**src/srom_defs.vh**
```
// Constants of the serial configuration memory access block.
// Assumes inclusion by the block's design files only; holds definitions alone.
`ifndef SROM_DEFS_VH
`define SROM_DEFS_VH

// Register byte offsets on the AHB-Lite window, low twelve address bits.
`define SROM_CTRL_OFS      12'h0a0
`define SROM_ADDR_OFS      12'h0a4
`define SROM_ISTAT_OFS     12'h0c0
`define SROM_IMASK_OFS     12'h0c4

// Control register field positions.
`define SROM_GO_BIT        0
`define SROM_OP_LO         1
`define SROM_OP_HI         3
`define SROM_PLDONE_BIT    4
`define SROM_PLDIS_BIT     5
`define SROM_RATE_LO       6
`define SROM_RATE_HI       7
`define SROM_STAT_LO       8
`define SROM_STAT_HI       15

// Software opcodes held in the opcode field.
`define SROM_OP_NONE       3'h0
`define SROM_OP_WRSR       3'h1
`define SROM_OP_WRITE      3'h2
`define SROM_OP_READ       3'h3
`define SROM_OP_WRDI       3'h4
`define SROM_OP_RDSR       3'h5
`define SROM_OP_WREN       3'h6

// Instruction bytes sent to the memory for each opcode.
`define SROM_INS_WRSR      8'h01
`define SROM_INS_WRITE     8'h02
`define SROM_INS_READ      8'h03
`define SROM_INS_WRDI      8'h04
`define SROM_INS_RDSR      8'h05
`define SROM_INS_WREN      8'h06

// Bits shifted per access kind.
`define SROM_BITS_SHORT    6'd8
`define SROM_BITS_STAT     6'd16
`define SROM_BITS_DATA     6'd40

// Reset values and the test rate code.
`define SROM_PLDIS_RST     1'b1
`define SROM_RATE_RST      2'h1
`define SROM_RATE_TEST     2'h3

// Serial clock: core clock of 250 MHz divided by 64, or by 2 in test, split in half periods.
`define SROM_CORE_MHZ      250
`define SROM_DIV           64
`define SROM_HALF_DIV      6'd32
`define SROM_HALF_TEST     6'd1

// Interrupt status bit positions.
`define SROM_IRQ_DONE      0
`define SROM_IRQ_PRELOAD   1

`endif

```
**src/srom_shift.v**
```verilog
// Serial engine: clock divider and shift register for the memory pins.
// Assumes a start pulse only while idle and a miso already synchronised.
`timescale 1ns/1ns
`include "srom_defs.vh"

module srom_shift (
	// Clock and reset.
	input  wire        hclk,
	input  wire        hresetn,
	// Request and answer.
	input  wire        start,
	input  wire [5:0]  nbits,
	input  wire [39:0] tx,
	input  wire [5:0]  half,
	output reg         busy_r,
	output reg         done_r,
	output reg  [15:0] rx_r,
	// Memory pins.
	input  wire        miso,
	output reg         sclk_r,
	output reg         cs_n_r,
	output reg         mosi_r
);

	reg [39:0] sh_r;
	reg [5:0]  cnt_r;
	reg [5:0]  div_r;

	// Mode 0 framing: data set up on the falling edge, sampled on the rising.
	always @(posedge hclk or negedge hresetn) begin
		if (!hresetn) begin
			busy_r <= 1'b0;
			done_r <= 1'b0;
			rx_r   <= 16'h0000;
			sclk_r <= 1'b0;
			cs_n_r <= 1'b1;
			mosi_r <= 1'b0;
			sh_r   <= 40'h0000000000;
			cnt_r  <= 6'h00;
			div_r  <= 6'h00;
		end else begin
			done_r <= 1'b0;
			if (!busy_r) begin
				if (start) begin
					busy_r <= 1'b1;
					cs_n_r <= 1'b0;
					sh_r   <= tx;
					mosi_r <= tx[39];
					cnt_r  <= nbits;
					div_r  <= 6'h00;
				end
			end else if (div_r == half - 6'd1) begin
				div_r <= 6'h00;
				if (!sclk_r) begin
					sclk_r <= 1'b1;
					rx_r   <= {rx_r[14:0], miso};
				end else begin
					sclk_r <= 1'b0;
					cnt_r  <= cnt_r - 6'd1;
					sh_r   <= {sh_r[38:0], 1'b0};
					mosi_r <= sh_r[38];
					if (cnt_r == 6'd1) begin
						busy_r <= 1'b0;
						cs_n_r <= 1'b1;
						done_r <= 1'b1;
						mosi_r <= 1'b0;
					end
				end
			end else begin
				div_r <= div_r + 6'd1;
			end
		end
	end

endmodule // srom_shift

```
**src/srom_ctrl.v**
```verilog
// Serial configuration memory access control with an AHB-Lite register port.
// Assumes a single AHB-Lite master, word transfers, and a serial memory on the pins.
`timescale 1ns/1ns
`include "srom_defs.vh"

// Summary of operation
// - Go bit runs one access with opcode
// - Opcode 010 writes data, 011 reads data
// - Opcode 001 writes status, 101 reads it
// - Opcode 110 write enable, 100 write disable
// - Preload done reads one only on success
// - Preload disable bit, resets to one
// - Serial clock divides core clock by 64, by 2 at rate code 3
// - Bit 8 shows memory write busy
// - Bit 9 shows write enable latch
// - Bits 10 and 11 hold block protection
// - Bit 15 holds status write protect enable
// - Companion register low half holds address
// - Companion register high half holds data
module srom_ctrl #(
	parameter [15:0] PL_ADDR = 16'h0000,
	parameter [15:0] PL_SIG  = 16'h5a5a
) (
	// Clock and reset.
	input  wire        hclk,
	input  wire        hresetn,
	// AHB-Lite slave.
	input  wire        hsel,
	input  wire [31:0] haddr,
	input  wire [1:0]  htrans,
	input  wire        hwrite,
	input  wire [2:0]  hsize,
	input  wire [31:0] hwdata,
	input  wire        hready,
	output wire        hreadyout,
	output wire        hresp,
	output reg  [31:0] hrdata,
	// Interrupt.
	output wire        irq,
	// Serial memory pins.
	output wire        srom_sclk,
	output wire        srom_cs_n,
	output wire        srom_mosi,
	input  wire        srom_miso
);

	localparam [1:0] ST_IDLE = 2'h0;
	localparam [1:0] ST_RUN  = 2'h1;
	localparam [1:0] ST_PL   = 2'h2;

	// Byte offsets and word indices of the mapped registers.
	localparam [11:0] OFS_CTRL  = `SROM_CTRL_OFS;
	localparam [11:0] OFS_ADDR  = `SROM_ADDR_OFS;
	localparam [11:0] OFS_ISTAT = `SROM_ISTAT_OFS;
	localparam [11:0] OFS_IMASK = `SROM_IMASK_OFS;
	localparam [9:0]  IDX_CTRL  = OFS_CTRL[11:2];
	localparam [9:0]  IDX_ADDR  = OFS_ADDR[11:2];
	localparam [9:0]  IDX_ISTAT = OFS_ISTAT[11:2];
	localparam [9:0]  IDX_IMASK = OFS_IMASK[11:2];

	// Bus data phase state.
	reg        dp_wr_r;
	reg        dp_rd_r;
	reg        rd_done_r;
	reg [9:0]  dp_idx_r;

	// Control, companion and interrupt register fields.
	reg        go_r;
	reg [2:0]  op_r;
	reg        pldone_r;
	reg        pldis_r;
	reg [1:0]  rate_r;
	reg [7:0]  stat_r;
	reg [15:0] addr_r;
	reg [15:0] data_r;
	reg [1:0]  ist_r;
	reg [1:0]  imask_r;

	// Sequencer.
	reg [1:0]  state_r;
	reg        pl_tried_r;

	// Miso synchroniser.
	reg        miso_s1_r;
	reg        miso_s2_r;
	reg        miso_s3_r;
	reg        miso_q_r;

	// Serial engine request.
	reg  [39:0] tx;
	reg  [5:0]  nbits;
	reg  [5:0]  half;
	reg  [2:0]  op_sel;
	wire        eng_busy;
	wire        eng_done;
	wire [15:0] eng_rx;
	wire        start;
	wire        sw_launch;
	wire        pl_launch;
	wire        sw_noop;

	// Bus decode.
	wire        accept;
	wire        wr_ctrl;
	wire        wr_addr;
	wire        wr_istat;
	wire        wr_imask;
	wire [1:0]  ist_set;
	wire [1:0]  ist_clr;

	// The bus takes a transfer only when selected, non-idle and ready.
	assign accept = hsel & htrans[1] & hready;

	// Reads take one wait state so the data word comes from a flip-flop.
	assign hreadyout = ~(dp_rd_r & ~rd_done_r);
	assign hresp     = 1'b0;

	// Address phase capture and data phase sequencing.
	always @(posedge hclk or negedge hresetn) begin
		if (!hresetn) begin
			dp_wr_r   <= 1'b0;
			dp_rd_r   <= 1'b0;
			rd_done_r <= 1'b0;
			dp_idx_r  <= 10'h000;
		end else begin
			if (hreadyout) begin
				dp_wr_r   <= accept & hwrite;
				dp_rd_r   <= accept & ~hwrite;
				rd_done_r <= 1'b0;
				if (accept) begin
					dp_idx_r <= haddr[11:2];
				end
			end else begin
				rd_done_r <= 1'b1;
			end
		end
	end

	// Write strobes for each mapped word; unmapped writes fall away.
	assign wr_ctrl  = dp_wr_r & (dp_idx_r == IDX_CTRL);
	assign wr_addr  = dp_wr_r & (dp_idx_r == IDX_ADDR);
	assign wr_istat = dp_wr_r & (dp_idx_r == IDX_ISTAT);
	assign wr_imask = dp_wr_r & (dp_idx_r == IDX_IMASK);

	// Read data is loaded in the wait cycle; unmapped words read as zero.
	always @(posedge hclk or negedge hresetn) begin
		if (!hresetn) begin
			hrdata <= 32'h00000000;
		end else if (dp_rd_r & ~rd_done_r) begin
			case (dp_idx_r)
				IDX_CTRL: begin
					hrdata <= {16'h0000, stat_r, rate_r, pldis_r, pldone_r, op_r, go_r};
				end
				IDX_ADDR: begin
					hrdata <= {data_r, addr_r};
				end
				IDX_ISTAT: begin
					hrdata <= {30'h00000000, ist_r};
				end
				IDX_IMASK: begin
					hrdata <= {30'h00000000, imask_r};
				end
				default: begin
					hrdata <= 32'h00000000;
				end
			endcase
		end
	end

	// Three-stage input filter: the level moves once stages two and three agree.
	always @(posedge hclk or negedge hresetn) begin
		if (!hresetn) begin
			miso_s1_r <= 1'b0;
			miso_s2_r <= 1'b0;
			miso_s3_r <= 1'b0;
			miso_q_r  <= 1'b0;
		end else begin
			miso_s1_r <= srom_miso;
			miso_s2_r <= miso_s1_r;
			miso_s3_r <= miso_s2_r;
			if (miso_s2_r == miso_s3_r) begin
				miso_q_r <= miso_s3_r;
			end
		end
	end

	// The preload borrows the data read cycle at a fixed address.
	always @* begin
		op_sel = (state_r == ST_PL || pl_launch) ? `SROM_OP_READ : op_r;
	end

	// Build the serial frame for the selected opcode.
	always @* begin
		tx    = 40'h0000000000;
		nbits = 6'h00;
		case (op_sel)
			`SROM_OP_WRSR: begin
				tx    = {`SROM_INS_WRSR, stat_r, 24'h000000};
				nbits = `SROM_BITS_STAT;
			end
			`SROM_OP_WRITE: begin
				tx    = {`SROM_INS_WRITE, addr_r, data_r};
				nbits = `SROM_BITS_DATA;
			end
			`SROM_OP_READ: begin
				tx    = {`SROM_INS_READ, (pl_launch ? PL_ADDR : addr_r), 16'h0000};
				nbits = `SROM_BITS_DATA;
			end
			`SROM_OP_WRDI: begin
				tx    = {`SROM_INS_WRDI, 32'h00000000};
				nbits = `SROM_BITS_SHORT;
			end
			`SROM_OP_RDSR: begin
				tx    = {`SROM_INS_RDSR, 32'h00000000};
				nbits = `SROM_BITS_STAT;
			end
			`SROM_OP_WREN: begin
				tx    = {`SROM_INS_WREN, 32'h00000000};
				nbits = `SROM_BITS_SHORT;
			end
			default: begin
				tx    = 40'h0000000000;
				nbits = 6'h00;
			end
		endcase
	end

	// Half period of the serial clock; reserved codes fall back to divide by 64.
	always @* begin
		if (rate_r == `SROM_RATE_TEST) begin
			half = `SROM_HALF_TEST;
		end else begin
			half = `SROM_HALF_DIV;
		end
	end

	// Software wins over the preload when both are pending.
	assign sw_launch = (state_r == ST_IDLE) & go_r & (nbits != 6'h00);
	assign sw_noop   = (state_r == ST_IDLE) & go_r & (op_r != `SROM_OP_READ) & (nbits == 6'h00);
	assign pl_launch = (state_r == ST_IDLE) & ~go_r & ~pldis_r & ~pl_tried_r;
	// The engine is never asked to start while it still shifts a frame.
	assign start     = (sw_launch | pl_launch) & ~eng_busy;

	// Sequencer and the control and companion fields that the end of an access updates.
	always @(posedge hclk or negedge hresetn) begin
		if (!hresetn) begin
			state_r    <= ST_IDLE;
			go_r       <= 1'b0;
			op_r       <= `SROM_OP_NONE;
			pldone_r   <= 1'b0;
			pldis_r    <= `SROM_PLDIS_RST;
			rate_r     <= `SROM_RATE_RST;
			stat_r     <= 8'h00;
			addr_r     <= 16'h0000;
			data_r     <= 16'h0000;
			pl_tried_r <= 1'b0;
		end else begin
			// Software writes to the control word.
			if (wr_ctrl) begin
				pldis_r <= hwdata[`SROM_PLDIS_BIT];
				rate_r  <= hwdata[`SROM_RATE_HI:`SROM_RATE_LO];
				stat_r[2] <= hwdata[10];
				stat_r[3] <= hwdata[11];
				stat_r[7] <= hwdata[15];
				if (!go_r && state_r == ST_IDLE) begin
					op_r <= hwdata[`SROM_OP_HI:`SROM_OP_LO];
					go_r <= hwdata[`SROM_GO_BIT];
				end
			end
			// Address and data halves of the companion word.
			if (wr_addr) begin
				addr_r <= hwdata[15:0];
				data_r <= hwdata[31:16];
			end
			case (state_r)
				ST_IDLE: begin
					if (sw_launch) begin
						state_r <= ST_RUN;
					end else if (sw_noop) begin
						go_r <= 1'b0;
					end else if (pl_launch) begin
						state_r    <= ST_PL;
						pl_tried_r <= 1'b1;
					end
				end
				ST_RUN: begin
					if (eng_done) begin
						state_r <= ST_IDLE;
						go_r    <= 1'b0;
						if (op_r == `SROM_OP_READ) begin
							data_r <= eng_rx;
						end
						if (op_r == `SROM_OP_RDSR) begin
							stat_r <= eng_rx[7:0];
						end
					end
				end
				ST_PL: begin
					if (eng_done) begin
						state_r  <= ST_IDLE;
						pldone_r <= (eng_rx == PL_SIG);
					end
				end
				default: begin
					state_r <= ST_IDLE;
				end
			endcase
		end
	end

	// Event sources: software access finished, preload attempt finished.
	assign ist_set[`SROM_IRQ_DONE]    = (state_r == ST_RUN & eng_done) | sw_noop;
	assign ist_set[`SROM_IRQ_PRELOAD] = (state_r == ST_PL) & eng_done;
	assign ist_clr = wr_istat ? hwdata[1:0] : 2'h0;

	// Sticky status cleared by writing one; a new event beats the clear.
	always @(posedge hclk or negedge hresetn) begin
		if (!hresetn) begin
			ist_r   <= 2'h0;
			imask_r <= 2'h0;
		end else begin
			ist_r <= (ist_r & ~ist_clr) | ist_set;
			if (wr_imask) begin
				imask_r <= hwdata[1:0];
			end
		end
	end

	// Level interrupt while any enabled status bit stands.
	assign irq = |(ist_r & imask_r);

	// Serial engine driving the memory pins.
	srom_shift u_shift (
		.hclk    (hclk),
		.hresetn (hresetn),
		.start   (start),
		.nbits   (nbits),
		.tx      (tx),
		.half    (half),
		.busy_r  (eng_busy),
		.done_r  (eng_done),
		.rx_r    (eng_rx),
		.miso    (miso_q_r),
		.sclk_r  (srom_sclk),
		.cs_n_r  (srom_cs_n),
		.mosi_r  (srom_mosi)
	);

endmodule // srom_ctrl

```
**config.mk**
```make
export PLATFORM = sky130hd
export DESIGN_NAME = srom_ctrl
export DESIGN_NICKNAME = d
export VERILOG_FILES = /design/src/srom_shift.v /design/src/srom_ctrl.v
export VERILOG_INCLUDE_DIRS = /design/src
export SDC_FILE = /design/constraint.sdc
export NUM_CORES = 1
export LEC_CHECK = 0
export ABC_AREA = 1
export BUFFER_PORTS_ARGS = -buffer_cell sky130_fd_sc_hd__buf_4
export CAP_MARGIN = 20
export CORE_MARGIN = 1.5
export CORE_UTILIZATION = 53
export DETAILED_ROUTE_END_ITERATION = 10
export PLACE_DENSITY = 0.77
export SLEW_MARGIN = 20
export SYNTH_ARGS = -nofsm -noshare
export SYNTH_HDL_FRONTEND = slang
export SYNTH_HIERARCHICAL = 1
export SYNTH_SLANG_ARGS = --single-unit
```
**constraint.sdc**
```tcl
create_clock -name hclk -period 2.4 [get_ports hclk]
set_input_delay 0.48 -clock hclk [delete_from_list [all_inputs] [get_ports hclk]]
set_output_delay 0.48 -clock hclk [all_outputs]
set_load 0.01 [all_outputs]
```
### After elaboration in Yosys (flattened, before gate mapping)

Index checks and enable logic that the tools add are counted.

* register bits: 176
* input bits: 75
* output and inout bits: 38

* $add $sub $neg: 3
* equality and inequality tests: 26
* multiplexer cells: 59
* bitwise logic cells: 35
* reductions and logical operators: 22

Operator list (number)
* 35-bit one-hot mux with 6 select lines: 1
* 39-bit two-way mux: 4
* 32-bit one-hot mux with 4 select lines: 1
* 16-bit two-way mux: 5
* 6-bit two-way mux: 8
* 10-bit by 6-bit == test with 1-bit output (second input constant): 4
* 1-bit two-way mux: 27
* 8-bit two-way mux: 3
* 1-bit bitwise AND: 19
* 6-bit one-hot mux with 3 select lines: 1
* 16-bit by 15-bit == test with 1-bit output (second input constant): 1
* 3-bit == test (second input constant): 4
* 2-bit two-way mux: 6
* 3-bit AND reduction: 4
* 6-bit by 1-bit subtractor with 6-bit output (second input constant): 2
* 1-bit inverter: 10
* 2-bit OR reduction: 5
* 3-bit by 2-bit == test with 1-bit output (second input constant): 3
* 2-bit AND reduction: 4
* 4-bit AND reduction: 2
* 6-bit by 1-bit adder with 6-bit output (second input constant): 1
* 6-bit by 1-bit == test with 1-bit output (second input constant): 1
* 6-bit == test: 1
* 6-bit logical NOT: 1
* 21 further kinds: 27

### Logic depth before layout (Yosys ltp)

Gate-level depths: netlist of the first run.

* word-level depth: 15
* gate-level depth with buffers: 16

### Modules after synthesis

The synthesis of the first run kept the hierarchy.

Modules (own cells, without submodules)
* srom_ctrl: instances 1, cells each 628, area each 5086.1 um^2
* srom_shift: instances 1, cells each 386, area each 3773.6 um^2

### Worst setup path after synthesis of the first run

OpenSTA, ideal clock, no wires.

* kind: reg-to-reg
* from: register state_r[0]
* to: register u_shift.cnt_r[0]
* setup time: 0.124 ns
* arrival: 2.151 ns
* slack: 0.125 ns
* cell stages (with the launch flop): 16
* cell sequence: dfrtp_1 -> inv_1 -> ha_1 -> inv_2 -> nor2_4 -> nand2_2 -> nand3_1 -> nand3_1 -> nand2_1 -> a21oi_1 -> nor2_1 -> a21oi_1 -> nand2_4 -> buf_6 -> nand2_1 -> o21ai_2

* cells in the longest elaborated chain, start to end: 15

Ends and longest elaborated chain
* from (decl): RTL line srom_ctrl.v:80 `reg [1:0] state_r;`
* from (signal assigned): RTL line srom_ctrl.v:247 `state_r <= ST_IDLE;`
* from (signal assigned): RTL line srom_ctrl.v:278 `state_r <= ST_RUN;`
* from (signal assigned): RTL line srom_ctrl.v:282 `state_r <= ST_PL;`
* 2-bit logical NOT: RTL line srom_ctrl.v:238, srom_ctrl.v:240
* 1-bit bitwise AND (3 in series): RTL line srom_ctrl.v:240 `assign pl_launch = (state_r == ST_IDLE) & ~go_r & ~pldis_r & ~pl_tried_r;`
* 1-bit logical OR: RTL line srom_ctrl.v:189 `` op_sel = (state_r == ST_PL || pl_launch) ? `SROM_OP_READ : op_r; ``
* 3-bit two-way mux: RTL line srom_ctrl.v:189
* 3-bit == test, or another cell as far along: RTL line srom_ctrl.v:196 `case (op_sel)`
* 2-bit OR reduction (no source line)
* 6-bit one-hot mux with 3 select lines: RTL line srom_ctrl.v:196
* 6-bit nonzero test: RTL line srom_ctrl.v:238 `assign sw_launch = (state_r == ST_IDLE) & go_r & (nbits != 6'h00);`
* 1-bit bitwise AND: RTL line srom_ctrl.v:238
* 1-bit bitwise OR (*): RTL line srom_ctrl.v:242 `assign start = (sw_launch | pl_launch) & ~eng_busy;`
* 1-bit bitwise AND (*): RTL line srom_ctrl.v:242
* named net start: RTL line srom_ctrl.v:97 `wire start;`
* 2-bit nonzero test (no source line) (*)
* 3-bit AND reduction (no source line) (*)
* to (signal assigned): RTL line srom_shift.v:49 `cnt_r <= nbits;`
* to (signal assigned): RTL line srom_shift.v:59 `cnt_r <= cnt_r - 6'd1;`
* to (decl): RTL line srom_shift.v:26 `reg [5:0] cnt_r;`

The timed path passes the listed nets; every way through them passes the cells marked *.
A chain may end at the register's enable or synchronous reset.

### Final worst setup path of the first run

* from: register rate_r[0]
* to: register u_shift.rx_r[6]

* cells in the longest elaborated chain, start to end: 5

Ends and longest elaborated chain
* from (decl): RTL line srom_ctrl.v:72 `reg [1:0] rate_r;`
* from (signal assigned): RTL line srom_ctrl.v:252 `` rate_r <= `SROM_RATE_RST; ``
* from (signal assigned): RTL line srom_ctrl.v:261 `` rate_r <= hwdata[`SROM_RATE_HI:`SROM_RATE_LO]; ``
* 2-bit == test (no source line)
* 6-bit two-way mux: RTL line srom_ctrl.v:230 `` if (rate_r == `SROM_RATE_TEST) begin ``
* named net half[5]: RTL line srom_ctrl.v:92 `reg [5:0] half;`
* 6-bit by 1-bit subtractor with 6-bit output: RTL line srom_shift.v:52 `end else if (div_r == half - 6'd1) begin`
* 6-bit == test: RTL line srom_shift.v:52
* 3-bit AND reduction (no source line)
* to (signal assigned): RTL line srom_shift.v:56 `rx_r <= {rx_r[14:0], miso};`
* to (decl): RTL line srom_shift.v:17 `output reg [15:0] rx_r,`

The timed path passes the listed nets, and every way through them passes these cells.

==> summary.md, run 1 <==
| Metric | Value |
|---|---|
| Status | `completed` |
| Initial DRC Count | `around 630` |
| Met2 usage | `a little over two fifths` |
| Full die area | `between 15,000 and 20,000 um2` |
| Htree depth | `4` |
| WP data arrival | `2660 ps` |
| FF+latch count, synth | `approximately 180` |
| Vias in the first global route | `between 7k and 8k` |
| Main flop type after synthesis | `dfrtp_1` |
| Synth cell types | `49` |
| Final Slew Violations | `0` |
| Dpl hpwl | `roughly 14 mm` |
| Type of the tightest min-delay check | `in -> reg` |
| Worst R2R End | `u_shift/rx_r[6]$_DFFE_PN0P_` |
| Longest Clk Path Bufs | `2` |
| Post-Syn Area | `~9000 um2` |
| Finished Layout Cells | `~1.4k` |
| Final setup skew | `12.48 ps` |
| Core Footprint | `16,470 um2` |
| PnR worst setup slack | `114.4 ps` |
| DRC viols | `0` |
| Post-route ant nets | `0` |
| Max-cap viol count | `0` |
| Critical path class | `reg -> reg` |
| CTS tree | `built` |
| Static Leak | `between 0.005 and 0.006 uW` |
| Worst-Margin Slew | `588.9 ps` |
| Final Hold Viols | `0` |
| PortBufs | `85` |
| Synth async-reset ratio | `100.0%` |
| Antenna violations before repair | `0` |
| Post-Syn Instances | `just over 1k` |
| Post-Place Cells | `approximately 1.3k` |
| Clk Latency, worst-skew pair | `440 ps` |
| GR Util met3 | `4.883%` |
| Initial Utilization | `between 50% and 60%` |
| R2R cell count | `12` |
| Fmax | `about 0.44 GHz` |
| Ant diodes | `0` |
| Fill cell count | `around 1.4k` |
| Total CTS buffers | `17` |
| Worst Setup End Kind | `flip-flop` |
| Pwr/cell area | `approximately 830 nW/um2` |
| Critical Path Source Type | `flip-flop` |
| Crit Reg-Reg Startpoint | `rate_r[0]$_DFFE_PN1P_` |
| Register area share after synthesis | `49.75%` |
| Largest net degree at the start of global routing | `56` |
| Register area | `between 4000 and 5000 um2` |
| Reg clk slew, reported paths | `~70 ps` |
| Yosys warning total | `6` |
| First-pass GRT wire length | `roughly 34 mm` |
| Unrepaired setup endpoints after global routing | `false` |
| Tot GR Track Use | `between 20% and 30%` |
| Period utilization | `between 90 and 100%` |
| Die X | `roughly 130 um` |
| Leading cell type in the layout, fill and taps excluded | `nand2_1` |
| IR Drop Worst-Case VDD | `about 540 uV` |
| Std cell rows | `between 40 and 50` |
| Tmin final | `~2300 ps` |
| P&R area growth vs syn | `19.81%` |
| Slew margin rel. | `between 60 and 70%` |
| Met1 global-route usage | `a little under a third` |
| Critical path fanouts, max | `8` |
| Vias | `about 7.3k` |
| GPL Wtd Cong | `0.8340` |
| Syn_area_per_cell | `just under 9 um2` |
| Post-synth EDFFs | `0` |
| Final nets | `1,211` |
| Most used routing layer | `met2` |
| Root buf cell | `clkbuf_16` |
| HP Start | `srom_miso` |
| GR Overflow Total | `0` |
| # clock sinks | `176` |
| Data required, critical path | `~2800 ps` |
| FF-to-FF setup slack | `~110 ps` |
| DRT Pass-1 Iters | `7` |
| I/O Pins | `around 110` |
| Total chip power | `between 8000 and 9000 uW` |
| Ratio of cells with drive above 1 in the final layout | `between 20% and 30%` |
| Drt total wl | `~21 mm` |
| Vias per cell | `5.366` |
| Area of the multi-input gates | `just under 4000 um2` |
| Most frequent cells in the layout | `299 x nand2_1, 172 x dfrtp_1, 108 x buf_4, 88 x inv_1, 66 x nor2_1` |
| Endpoints failing setup | `0` |
| Die Height | `roughly 130 um` |
| Worst slack at placement | `-16.11 ps` |
| WHS Endpoint | `miso_s1_r$_DFF_PN0_` |
| Routed len/inst | `approximately 15 um` |
| Worst hold stages | `1` |
==> per-layer routing <==
metal  vias up  routed length, um
met5         -                  0
met4         0                417
met3        37               1006
met2       218              10620
met1      3535               8871
li1       3518                  -
==> sequential cells by signal (all words and copies together) (netlist names), 2 cells and up <==
register,flops
addr_r,16
dp_idx_r,10
data_r,16
u_shift/div_r,6
imask_r,2
hrdata,32
op_r,3
state_r,2
stat_r,8
ist_r,2
u_shift/rx_r,16
u_shift/sh_r,39
u_shift/cnt_r,6
rate_r,2
==> final cells by class <==
class | count | area share (%)
repair buffers | 120 | 9.689
flip-flops and latches | 176 | 41.54
well taps | 220 | 2.593
inverters | 100 | 3.560
clock buffers | 17 | 4.008
clock inverters | 15 | 1.615
multi-input cells | 714 | 37.00
==> what timing repair did <==
action	CTS	global route
resized for setup	2	14
buffers inserted	0	7
hold buffers	1	0
endpoints found under the hold margin	31	0
pin swaps	1	9
endpoints found under the setup margin	43	61
gates cloned	0	3
==> cell families (layout without fill, tap and decap cells) <==
| family | Yosys count | in the layout | share of synthesized area (%) |
|---|---|---|---|
| adder cells (fa/ha/maj) | 8 | 8 | 1.101 |
| other | 1 | 20 | 0.04233 |
| flip-flops | 176 | 176 | 49.75 |
| XOR/XNOR | 9 | 9 | 0.9745 |
| multiplexers | 43 | 43 | 4.914 |
| AND/OR/NAND/NOR | 469 | 470 | 23.64 |
| buffers and inverters | 144 | 252 | 7.584 |
| AO/OA/AOI/OAI | 164 | 164 | 11.99 |
==> synth_stat cells, drive strengths merged (4+ instances only) <==
cell type	n	area [um2]
ha	7	87.58
dfrtp	173	4329
a21oi	14	70.07
nand4	25	177.7
xor2	7	68.82
o31ai	17	127.6
mux2i	39	390.4
nand2	308	1194
inv	99	374.1
nor2	76	355.3
o21ai	113	730.7
nor3	9	71.32
mux2	4	45.04
buf	33	252.8
clkbuf	11	41.29
nand3	46	265.3
o22ai	12	75.07
==> stage by stage <==
stage	hold WS, ps	utilization, %	cell area (um2)	TNS (ps)
2_1_floorplan	184.4	-	8931	0
3_3_place_gp	333.3	59.63	9818	0
3_5_place_dp	345.1	59.63	9818	-97.43
4_1_cts	134.7	63.42	10440	0
5_1_grt	127.7	64.47	10620	0
6_report	147.3	64.47	10620	0
==> worst max path at each step <==
stage	start	slack, ps	depth (start not counted)	end
3_5_place_dp	rate_r[0]$_DFFE_PN1P_	-20	13	u_shift/mosi_r$_DFFE_PN0P_
6_report	rate_r[0]$_DFFE_PN1P_	110	12	u_shift/rx_r[6]$_DFFE_PN0P_
2_1_floorplan	state_r[0]$_DFFE_PN0P_	130	15	u_shift/cnt_r[0]$_DFFE_PN0P_
3_3_place_gp	rate_r[0]$_DFFE_PN1P_	50	13	u_shift/sh_r[36]$_DFFE_PN0P_
4_1_cts	rate_r[0]$_DFFE_PN1P_	0.8	13	u_shift/sh_r[38]$_DFFE_PN0P_
5_1_grt	state_r[1]$_DFFE_PN0P_	10	15	u_shift/sh_r[2]$_DFFE_PN0P_
==> critical path, stage by stage, from the launching register on <==
cell and delay [ps]:
dfstp_2 560, nand2_4 70, inv_2 60, inv_2 60, ha_4 260, xor2_1 150, nand3_1 100, nor2_2 130
nand3_4 160, nor2_8 290, clkbuf_16 210, nand3_1 60, nand2_1 90
==> power breakdown <==
| group | internal (uW) | switching [uW] | total (uW) |
|---|---|---|---|
| sequential | 3270 | 283 | 3550 |
| clock | 1560 | 1270 | 2830 |
| combinational | 913 | 1530 | 2440 |
| total | 5740 | 3080 | 8820 |
(Power assumes the default switching activity.)
==> run 2: changes to the inputs <==
- GPL_TIMING_DRIVEN: not set -> 0
- clock period: 2.4 -> 2 ns (I/O delays scaled with it)
==> run 2 against run 1 <==
The run now ends with negative setup slack left. Clock-buffer cell count rose by 2. Global-route usage rose by 2.0 points. Register-to-register slack got worse by 320 ps. Clock skew fell by 4.4 ps. Sequential power rose by 21%. Sequential share of layout area fell by 2.2 points. Critical endpoint is now u_shift/rx_r[7]$_DFFE_PN0P_. Largest cell class unchanged.
==> summary.md, run 2 (synthesis results as in run 1) <==
| Metric | Value |
|---|---|
| Unrepaired setup endpoints after global routing | `true` |
| DRC viols | `0 (unchanged)` |
| Root buf cell | `clkbuf_16` |
| Post-route ant nets | `0 (unchanged)` |
| P&R area growth vs syn | `26.61%` |
| Htree depth | `4 (unchanged)` |
| FF-to-FF setup slack | `-200 ps (-320 ps)` |
| Final Hold Viols | `0 (unchanged)` |
| Leading cell type in the layout, fill and taps excluded | `nand2_1` |
| Final setup skew | `8.124 ps (-4.352 ps)` |
| Max-cap viol count | `0 (unchanged)` |
| Full die area | `17,500 um2 (unchanged)` |
| Worst slack at placement | `-435.3 ps (-419.1 ps)` |
| Setup crit start | `rate_r[0]$_DFFE_PN1P_` |
| Final Slew Violations | `0 (unchanged)` |
| Pwr/cell area | `971.0 nW/um2 (+17%)` |
| Ratio of cells with drive above 1 in the final layout | `28.90% (+7.0 points)` |
| Clk Latency, worst-skew pair | `430 ps (about the same)` |
| PortBufs | `85 (unchanged)` |
| Drt total wl | `23.40 mm (+12%)` |
| GR Overflow Total | `0 (unchanged)` |
| Critical path class | `reg -> reg` |
| Vias per cell | `5.409 (+0.81%)` |
| Placed cell areas | `9980 um2 (+1.6%)` |
| Reg clk slew, reported paths | `70 ps (about the same)` |
| Ant diodes | `0 (unchanged)` |
| Final nets | `1,249 (+3.1%)` |
| Most frequent cells in the layout | `241 x nand2_1, 173 x dfrtp_1, 109 x buf_4, 85 x inv_1, 65 x nor2_1` |
| Endpoints failing setup | `71 (+71)` |
| Total CTS buffers | `17 (unchanged)` |
| I/O Pins | `113 (unchanged)` |
| Vias in the first global route | `7,417 (+5.1%)` |
| IR Drop Worst-Case VDD | `729.4 uV (+35%)` |
| Static Leak | `0.005866 uW (+3.7%)` |
| CTS tree | `built` |
| Data required, critical path | `2320 ps (-450 ps)` |
| First-pass GRT wire length | `36.83 mm (+6.8%)` |
| Register area | `4408 um2 (about the same)` |
| Period utilization | `110.1% (+15 points)` |
| Tmin final | `2201 ps (-84.54 ps)` |
| Worst hold margin | `70.38 ps (-76.92 ps)` |
| GPL Wtd Cong | `0.8647 (+3.7%)` |
| Tot GR Track Use | `26.63% (+2.0 points)` |
| Largest net degree at the start of global routing | `64 (+14%)` |
| WP data arrival | `2520 ps (-140 ps)` |
| Type of the tightest min-delay check | `in -> reg` |
| Vias | `7,573 (+3.6%)` |
| R2R cell count | `13 (+1)` |
| Initial DRC Count | `656 (+4.5%)` |
| Failing checks | `negative setup slack` |
| Crit path to | `u_shift/rx_r[7]$_DFFE_PN0P_` |
| Initial Utilization | `53.81% (unchanged)` |
| Core Footprint | `16,470 um2 (unchanged)` |
| PnR worst setup slack | `-201.0 ps (-315.5 ps)` |
| Longest Clk Path Bufs | `2 (unchanged)` |
| Fmax | `0.4543 GHz (+3.8%)` |
| DRT Pass-1 Iters | `6 (-1)` |
| Critical Path Source Type | `flip-flop` |
| # clock sinks | `176 (unchanged)` |
| Top reg by flops | `u_shift/sh_r` |
| Area of the multi-input gates | `4269 um2 (+8.7%)` |
| Status | `complete, but fails checks` |
| Routed len/inst | `16.71 um (+8.8%)` |
| Slew margin rel. | `61.13% (+0.49 points)` |
| Antenna violations before repair | `0 (unchanged)` |
| Std cell rows | `47 (unchanged)` |
| Worst R2R End | `u_shift/rx_r[7]$_DFFE_PN0P_` |
| Dpl hpwl | `15.75 mm (+12%)` |
| Worst-Margin Slew | `583.1 ps (-5.869 ps)` |
| Worst Setup End Kind | `flip-flop` |
| Final instance area | `11,220 um2 (+5.7%)` |
| Critical path fanouts, max | `5 (-3)` |
| Crit Reg-Reg Startpoint | `rate_r[0]$_DFFE_PN1P_` |
| Die X | `132.3 um (unchanged)` |
| Largest regs | `u_shift/sh_r (39), hrdata (32)` |
| Die Height | `132.3 um (unchanged)` |
| Fill cell count | `1,267 (-7.5%)` |
| Largest register FFs | `39 (unchanged)` |
| Final setup TNS | `-10,750 ps (-10,750 ps)` |
==> run 2: cell count changes in the layout (fill, tap and decap cells not counted), sizes merged <==
| cell | before | now |
|---|---|---|
| inv | 106 | 100 |
| buf | 117 | 144 |
| clkinvlp | 3 | 4 |
| bufinv | 2 | 1 |
| clkinv | 4 | 8 |
| clkbuf | 19 | 32 |
==> run 2: worst min path at each step <==
stage / startpoint / endpoint / slack (ps) / depth (start not counted)
after floorplan: hresetn / addr_r[0]$_DFFE_PN0P_ / 100 / 0
after global placement: miso_s1_r$_DFF_PN0_ / miso_s2_r$_DFF_PN0_ / 330 / 0
after detailed placement: miso_s1_r$_DFF_PN0_ / miso_s2_r$_DFF_PN0_ / 340 / 0
after CTS: srom_miso / miso_s1_r$_DFF_PN0_ / 60 / 1
after global routing: srom_miso / miso_s1_r$_DFF_PN0_ / 60 / 1
final: srom_miso / miso_s1_r$_DFF_PN0_ / 70 / 1
==> run 2: worst max-delay path, stage by stage (launching register included) <==
cell and delay, ps:
dfstp_2 550, nand2_4 60, inv_4 60, inv_4 40
ha_4 240, xor2_1 130, nand3_1 110, nor2_2 140
nand3_4 170, nor2_8 190, nand2_4 100, buf_6 170
nand2_2 70, nand2_1 50
==> run 2: timing repair <==
item / in CTS / in global routing
endpoints found under the setup margin: 73 / 71
resized for setup: 51 / 55
cloned: 2 / 3
hold buffers: 1 / 0
pin swaps: 13 / 8
buffers inserted: 21 / 3
hold endpoints to repair: 51 / 0
==> run 2: final cells by class <==
| cell class | count | share of cell area (%) |
|---|---|---|
| flip-flops and latches | 176 | 39.30 |
| clock buffers | 19 | 3.949 |
| repair buffers | 115 | 8.901 |
| plain buffers | 43 | 2.878 |
| inverters | 100 | 3.436 |
| clock inverters | 13 | 1.026 |
| multi-input cells | 714 | 38.06 |
| well taps | 220 | 2.454 |
==> run 2: per-layer routing <==
layer / vias up / wire, um / GRT usage, %
met1: 3703 / 10040 / 35.87
li1: 3597 / - / -
met3: 42 / 1114 / 4.652
met2: 231 / 11560 / 42.87
met4: 0 / 680 / 11.11
met5: - / 0 / 0
==> run 2: where the power goes <==
group	switching (uW)	internal (uW)	total (uW)
clock	1420	1750	3170
combinational	2120	1330	3440
sequential	364	3920	4280
==> run 2: stage by stage <==
stage | util, % | std cells | power (uW)
after floorplan | - | 1033 | 6386
after global placement | 60.23 | 1338 | 7083
after detailed placement | 60.61 | 1340 | 7166
after CTS | 66.30 | 1395 | 10610
after global routing | 68.12 | 1400 | 11390
final | 68.12 | 1400 | 10890
